$ cat src/logic/frame_report_defines.vh
`ifndef FRAME_REPORT_DEFINES_VH
`define FRAME_REPORT_DEFINES_VH

// report word layout
`define REPORT_WORD_W      40
`define REPORT_PAYLOAD_LSB 0
`define REPORT_PAYLOAD_MSB 15
`define REPORT_PACKET_LSB  16
`define REPORT_PACKET_MSB  31
`define REPORT_TYPE_LSB    32
`define REPORT_TYPE_MSB    39
`define LEN_W              16
`define TYPE_W             8

// frame type flag positions within the type field
`define TYPE_STACKED_VLAN  0
`define TYPE_VLAN          1
`define TYPE_CONTROL       2
`define TYPE_PAUSE         3
`define TYPE_BROADCAST     4
`define TYPE_MULTICAST     5
`define TYPE_UNICAST       6
`define TYPE_PFC           7

// fault vector layout
`define FAULT_W            7
`define FAULT_UNDERSIZED   0
`define FAULT_OVERSIZED    1
`define FAULT_LENGTH       2
`define FAULT_CRC          3
`define FAULT_UNDERFLOW    4
`define FAULT_CLIENT       5
`define FAULT_PHY          6

// flow control report
`define PFC_QUEUES         8
`define PFC_VECTOR_W       16

// reset values
`define RST_REPORT_WORD    40'h00_0000_0000
`define RST_FAULT          7'h00
`define RST_PFC_VECTOR     16'h0000

`endif

$ cat src/logic/mac_frame_status_report.v
`timescale 1ns/1ps
`include "frame_report_defines.vh"

module mac_frame_status_report
(
   input  wire                          i_clk,
   input  wire                          i_rstn,
   // receive side events from the mac core
   input  wire                          i_rx_word_valid,
   input  wire                          i_rx_end_of_frame,
   input  wire                          i_rx_sink_accept,
   input  wire [`LEN_W-1:0]             i_rx_payload_len,
   input  wire [`LEN_W-1:0]             i_rx_packet_len,
   input  wire [`TYPE_W-1:0]            i_rx_frame_type,
   input  wire                          i_rx_undersized,
   input  wire                          i_rx_oversized,
   input  wire                          i_rx_length_error,
   input  wire                          i_rx_crc_error,
   input  wire                          i_rx_phy_error,
   // transmit side events from the mac core
   input  wire                          i_tx_frame_done,
   input  wire [`LEN_W-1:0]             i_tx_payload_len,
   input  wire [`LEN_W-1:0]             i_tx_packet_len,
   input  wire [`TYPE_W-1:0]            i_tx_frame_type,
   input  wire                          i_tx_undersized,
   input  wire                          i_tx_oversized,
   input  wire                          i_tx_length_error,
   input  wire                          i_tx_underflow,
   input  wire                          i_tx_client_error,
   // flow control requests sent, one bit per queue
   input  wire [`PFC_QUEUES-1:0]        i_pfc_xon_sent,
   input  wire [`PFC_QUEUES-1:0]        i_pfc_xoff_sent,
   // outputs
   output reg                           o_rx_last_word_flag,
   output reg                           o_rx_sink_accept,
   output reg                           o_rx_frame_report_strobe,
   output reg  [`REPORT_WORD_W-1:0]     o_rx_frame_report_word,
   output reg  [`FAULT_W-1:0]           o_rx_frame_fault_vector,
   output reg                           o_tx_frame_report_strobe,
   output reg  [`REPORT_WORD_W-1:0]     o_tx_frame_report_word,
   output reg  [`FAULT_W-1:0]           o_tx_frame_fault_vector,
   output reg                           o_tx_flowctl_report_qualifier,
   output reg  [`PFC_VECTOR_W-1:0]      o_tx_flowctl_report_vector
);

   reg                        rst_meta_q;
   reg                        rst_sync_q;
   reg                        rx_report_d;
   reg  [`REPORT_WORD_W-1:0]  rx_word_d;
   reg  [`FAULT_W-1:0]        rx_fault_d;
   reg                        tx_done_q;
   reg                        tx_report_d;
   reg  [`REPORT_WORD_W-1:0]  tx_word_d;
   reg  [`FAULT_W-1:0]        tx_fault_d;
   reg  [`PFC_VECTOR_W-1:0]   pfc_vec_d;
   reg                        pfc_any_d;
   integer                    k;

   function [`REPORT_WORD_W-1:0] pack_report;
      input [`LEN_W-1:0]  payload_len;
      input [`LEN_W-1:0]  packet_len;
      input [`TYPE_W-1:0] frame_type;
      begin
         pack_report = `RST_REPORT_WORD;
         pack_report[`REPORT_PAYLOAD_MSB:`REPORT_PAYLOAD_LSB] = payload_len;
         pack_report[`REPORT_PACKET_MSB:`REPORT_PACKET_LSB] = packet_len;
         pack_report[`REPORT_TYPE_MSB:`REPORT_TYPE_LSB] = frame_type;
      end
   endfunction

   always @(posedge i_clk or negedge i_rstn)
   begin
      if (!i_rstn)
      begin
         rst_meta_q <= 1'b0;
         rst_sync_q <= 1'b0;
      end
      else
      begin
         rst_meta_q <= 1'b1;
         rst_sync_q <= rst_meta_q;
      end
   end

   // only a word both valid and last makes a report; an end
   // marker without valid is ignored, with no visible sign
   always @*
   begin
      rx_report_d = i_rx_word_valid & i_rx_end_of_frame;
      rx_word_d   = o_rx_frame_report_word;
      if (rx_report_d)
      begin
         rx_word_d = pack_report(i_rx_payload_len, i_rx_packet_len,
            i_rx_frame_type);
      end
   end

   // bits 4 and 5 have no receive meaning and stay low
   always @*
   begin
      rx_fault_d = o_rx_frame_fault_vector;
      if (rx_report_d)
      begin
         rx_fault_d[`FAULT_UNDERSIZED] = i_rx_undersized;
         rx_fault_d[`FAULT_OVERSIZED]  = i_rx_oversized;
         rx_fault_d[`FAULT_LENGTH]     = i_rx_length_error;
         rx_fault_d[`FAULT_CRC]        = i_rx_crc_error;
         rx_fault_d[`FAULT_UNDERFLOW]  = 1'b0;
         rx_fault_d[`FAULT_CLIENT]     = 1'b0;
         rx_fault_d[`FAULT_PHY]        = i_rx_phy_error;
      end
   end

   // a rising edge of done makes the report, so a done held high is
   // not reported twice
   always @*
   begin
      tx_report_d = i_tx_frame_done & ~tx_done_q;
      tx_word_d   = o_tx_frame_report_word;
      if (tx_report_d)
      begin
         tx_word_d = pack_report(i_tx_payload_len, i_tx_packet_len,
            i_tx_frame_type);
      end
   end

   // bits 3 and 6 have no transmit meaning and stay low
   always @*
   begin
      tx_fault_d = o_tx_frame_fault_vector;
      if (tx_report_d)
      begin
         tx_fault_d[`FAULT_UNDERSIZED] = i_tx_undersized;
         tx_fault_d[`FAULT_OVERSIZED]  = i_tx_oversized;
         tx_fault_d[`FAULT_LENGTH]     = i_tx_length_error;
         tx_fault_d[`FAULT_CRC]        = 1'b0;
         tx_fault_d[`FAULT_UNDERFLOW]  = i_tx_underflow;
         tx_fault_d[`FAULT_CLIENT]     = i_tx_client_error;
         tx_fault_d[`FAULT_PHY]        = 1'b0;
      end
   end

   // queue k reports xon on bit 2k and xoff on bit 2k+1
   always @*
   begin
      pfc_vec_d = `RST_PFC_VECTOR;
      for (k = 0; k < `PFC_QUEUES; k = k + 1)
      begin
         pfc_vec_d[2*k]   = i_pfc_xon_sent[k];
         pfc_vec_d[2*k+1] = i_pfc_xoff_sent[k];
      end
      pfc_any_d = |pfc_vec_d;
   end

   always @(posedge i_clk or negedge rst_sync_q)
   begin
      if (!rst_sync_q)
      begin
         o_rx_last_word_flag      <= 1'b0;
         o_rx_sink_accept         <= 1'b0;
         o_rx_frame_report_strobe <= 1'b0;
         o_rx_frame_report_word   <= `RST_REPORT_WORD;
         o_rx_frame_fault_vector  <= `RST_FAULT;
      end
      else
      begin
         // accept low marks overflow, where the report is not to be trusted
         o_rx_sink_accept         <= i_rx_sink_accept;
         // last word and its report leave through the same flop stage
         o_rx_last_word_flag      <= rx_report_d;
         o_rx_frame_report_strobe <= rx_report_d;
         // undefined under overflow or stripping, passed on all the same
         o_rx_frame_report_word   <= rx_word_d;
         o_rx_frame_fault_vector  <= rx_fault_d;
      end
   end

   always @(posedge i_clk or negedge rst_sync_q)
   begin
      if (!rst_sync_q)
      begin
         tx_done_q                <= 1'b0;
         o_tx_frame_report_strobe <= 1'b0;
         o_tx_frame_report_word   <= `RST_REPORT_WORD;
         o_tx_frame_fault_vector  <= `RST_FAULT;
      end
      else
      begin
         tx_done_q                <= i_tx_frame_done;
         o_tx_frame_report_strobe <= tx_report_d;
         // undefined under overflow or insertion, passed on all the same
         o_tx_frame_report_word   <= tx_word_d;
         o_tx_frame_fault_vector  <= tx_fault_d;
      end
   end

   always @(posedge i_clk or negedge rst_sync_q)
   begin
      if (!rst_sync_q)
      begin
         o_tx_flowctl_report_qualifier <= 1'b0;
         o_tx_flowctl_report_vector    <= `RST_PFC_VECTOR;
      end
      else
      begin
         o_tx_flowctl_report_qualifier <= pfc_any_d;
         o_tx_flowctl_report_vector    <= pfc_vec_d;
      end
   end

endmodule // mac_frame_status_report

$ cat config.mk
export PLATFORM = sky130hd
export DESIGN_NAME = mac_frame_status_report
export DESIGN_NICKNAME = d
export VERILOG_FILES = /design/src/logic/mac_frame_status_report.v
export VERILOG_INCLUDE_DIRS = /design/src /design/src/logic
export SDC_FILE = /design/constraint.sdc
export NUM_CORES = 1
export LEC_CHECK = 0
export BUFFER_PORTS_ARGS = -buffer_cell sky130_fd_sc_hd__buf_2
export CAP_MARGIN = 10
export CORE_AREA = 2 2 106 108
export DETAILED_ROUTE_END_ITERATION = 10
export DIE_AREA = 0 0 108 110
export PLACE_DENSITY = 0.72
export SLEW_MARGIN = 20
export SYNTH_ARGS = -nofsm -noshare
export SYNTH_HDL_FRONTEND = slang
export SYNTH_SLANG_ARGS = --single-unit
$ cat constraint.sdc
create_clock -name i_clk -period 4 [get_ports i_clk]
set_input_delay 0.2 -clock i_clk [delete_from_list [all_inputs] [get_ports i_clk]]
set_output_delay 0.2 -clock i_clk [all_outputs]
set_load 0.005 [all_outputs]
==> results.toml <==
[outcome]
outcome = "finished clean"

[final_layout]
mostFrequentLayoutCells = "222 x buf_2, 112 x dfrtp_1, 110 x dlygate4sd3_1"
antenna_cells = 0
drive_above_1_share_pct = 58.7
final_common_cell = "buf_2"
final_nets = 683
areaGrowthSynthToFinish_pct = 69.0

[routing]
drc = 0
drt-initial-drc-count = 109
routed_wirelength_um = 11100
wl_per_cell_um = 15.3
via_count = 3205
firstDrtPassIters = 4
ant_nets = 0
viasPerCell = 4.43

[timing]
relSlewSlack_pct = 60.5
setup_violations = 0
skew_ns = 0.00937
hold-worst-slack_ns = 0.273
hold_viol = 0
fin_crit_sh_pct = 46.9
fin_tns_setup_ns = 0
slew_violations = 0
worst_pin_slew_ns = 0.591
fmax_mhz = 533
min_period_ns = 1.88
rsz0062_at_grt = "false"

[die]
die_x_um = 108
initial_core_util_pct = 39.6
die_h_um = 110
core-area_sq_mm = 0.0107
fp-row-count = 38
dieArea_sq_mm = 0.0119
io_pins = 227

[worst_setup_path]
r2r_start = "tx_done_q$_DFF_PN0_"
crit_required_ns = 4.38
critical_path_class = "reg2reg"
worstPathMaxFanout = 21
end_kind = "register"
critPathLaunchType = "register"
startpoint = "tx_done_q$_DFF_PN0_"
crit_arrival_ns = 2.26

[synth]
ys_ff_latch = 113
synthCells = 227
avgSynthCellArea_sq_um = 18.7
syn_area_sq_mm = 0.00424
ys_seq_area_share_pct = 66.7
synth_cell_types = 13
ys.warnings.count = 0

[cts]
cts_buffers = 17
cts_setup_buffers = 0
path_clk_slew_ns = 0.05
cts_tree = "yes"
cts_buffer_depth = 2
ctsResizeCount = 0
clkSinkCount = 113
cts-root-buf = "clkbuf_8"
cts_hold_buf = 110
clkLatencyLatePin_ns = 0.50
htreeDepth = 4

[grt]
overflow = 0
grt_max_degree = 92
antenna_found_initial = 0
grt_pass1_vias = 3428
grt.total_usage_pct = 18.7
grt_pass1_wl_um = 16600

[placed_design]
place_hpwl_um = 7130
port_buffers = 222
place_congestion = 0.748

[worst_hold_path]
min_path_type = "reg2async"

[pwr]
ir_worst_vdd_mv = 0.256
p_leak_nw = 3.55
powerDensity_mw_per_mm2 = 491

[flow_run]
cap_violations = 0
area by class of cell:
| type | count | area [sq um] |
|---|---|---|
| clock buffer | 21 | 459 |
| clock inverter | 11 | 183 |
| fill | 724 | 3540 |
| inverter | 1 | 3.75 |
| multi-input combinational | 102 | 1230 |
| sequential | 113 | 2830 |
| tap | 140 | 175 |
| timing repair buffer | 336 | 2270 |
power by group:
part / total (mW) / switching [mW] / internal (mW)
sequential: 1.37 / 0.0814 / 1.29
combinational: 0.539 / 0.189 / 0.350
clock: 1.61 / 0.489 / 1.12
total: 3.52 / 0.759 / 2.76
cells in the mapped netlist:
| cell | count | area [sq um] |
|---|---|---|
| nor4_1 | 4 | 25.0 |
| nand4_1 | 1 | 6.26 |
| nand2_4 | 1 | 11.3 |
| buf_12 | 5 | 100 |
| mux2_4 | 39 | 586 |
| buf_4 | 5 | 37.5 |
| mux2_1 | 7 | 78.8 |
| nor2b_4 | 1 | 13.8 |
| dfrtp_1 | 113 | 2830 |
| conb_1 | 2 | 7.51 |
| inv_1 | 1 | 3.75 |
| buf_6 | 4 | 45.0 |
| mux2_2 | 44 | 495 |
routing by layer:
layer	track usage [%]	wire, um	vias up
li1	-	-	1467
met1	20.5	4290	1572
met2	32.5	5870	144
met3	6.53	682	22
met4	9.25	267	0
met5	0	0	-
per-stage QoR:
| stage | cell area, sq um | instances | utilization [%] | setup slack [ns] | power (mW) |
|---|---|---|---|---|---|
| after global placement | 5370 | 580 | 50.2 | 1.84 | 1.82 |
| final | 7160 | 724 | 66.9 | 2.12 | 3.52 |
| after floorplan | 4250 | 230 | - | 0.619 | 1.61 |
| after CTS | 7110 | 722 | 66.5 | 1.76 | 3.54 |
| after detailed placement | 5370 | 580 | 50.2 | 1.77 | 1.84 |
| after global routing | 7160 | 724 | 66.9 | 2.06 | 3.68 |
cells by family after synthesis:
logic type / share of synthesized area (%)
multiplexers: 27.4
flip-flops: 66.7
buffers and inverters: 4.40
other: 0.177
AND/OR/NAND/NOR: 1.33
critical path, cell delays in order (launching register included):
cell and delay [ns]:
dfrtp_1 0.39, nor2b_4 0.47, buf_12 0.26, buf_4 0.29, mux2_4 0.33
state kept, by name (all words and copies together) (netlist names):
name / cells
o_rx_sink_accept: 1
tx_done_q: 1
o_tx_frame_report_strobe: 1
rst_sync_q: 1
o_tx_flowctl_report_qualifier: 1
o_tx_frame_fault_vector: 5
o_tx_frame_report_word: 40
o_rx_frame_fault_vector: 5
rst_meta_q: 1
o_rx_frame_report_word: 40
o_tx_flowctl_report_vector: 16
o_rx_frame_report_strobe: 1
path summary, 6_finish.rpt:
| kind | endpoint | slack (ns) | cells after the start |
|---|---|---|---|
| worst min-delay path | o_tx_frame_report_word[35]$_DFFE_PN0P_ | 0.27 | 0 |
| min in group i_clk | o_rx_frame_report_strobe$_DFF_PN0_ | 0.31 | 3 |
| worst max register to register | o_tx_frame_report_word[13]$_DFFE_PN0P_ | 2.12 | 4 |
| worst min register to register | o_tx_frame_report_word[35]$_DFFE_PN0P_ | 0.27 | 0 |
| max in group asynchronous | o_tx_frame_report_word[10]$_DFFE_PN0P_ | 2.80 | 2 |
| worst max-delay path | o_tx_frame_report_word[13]$_DFFE_PN0P_ | 2.12 | 4 |
Note: power is estimated with default switching activity, not from simulation.
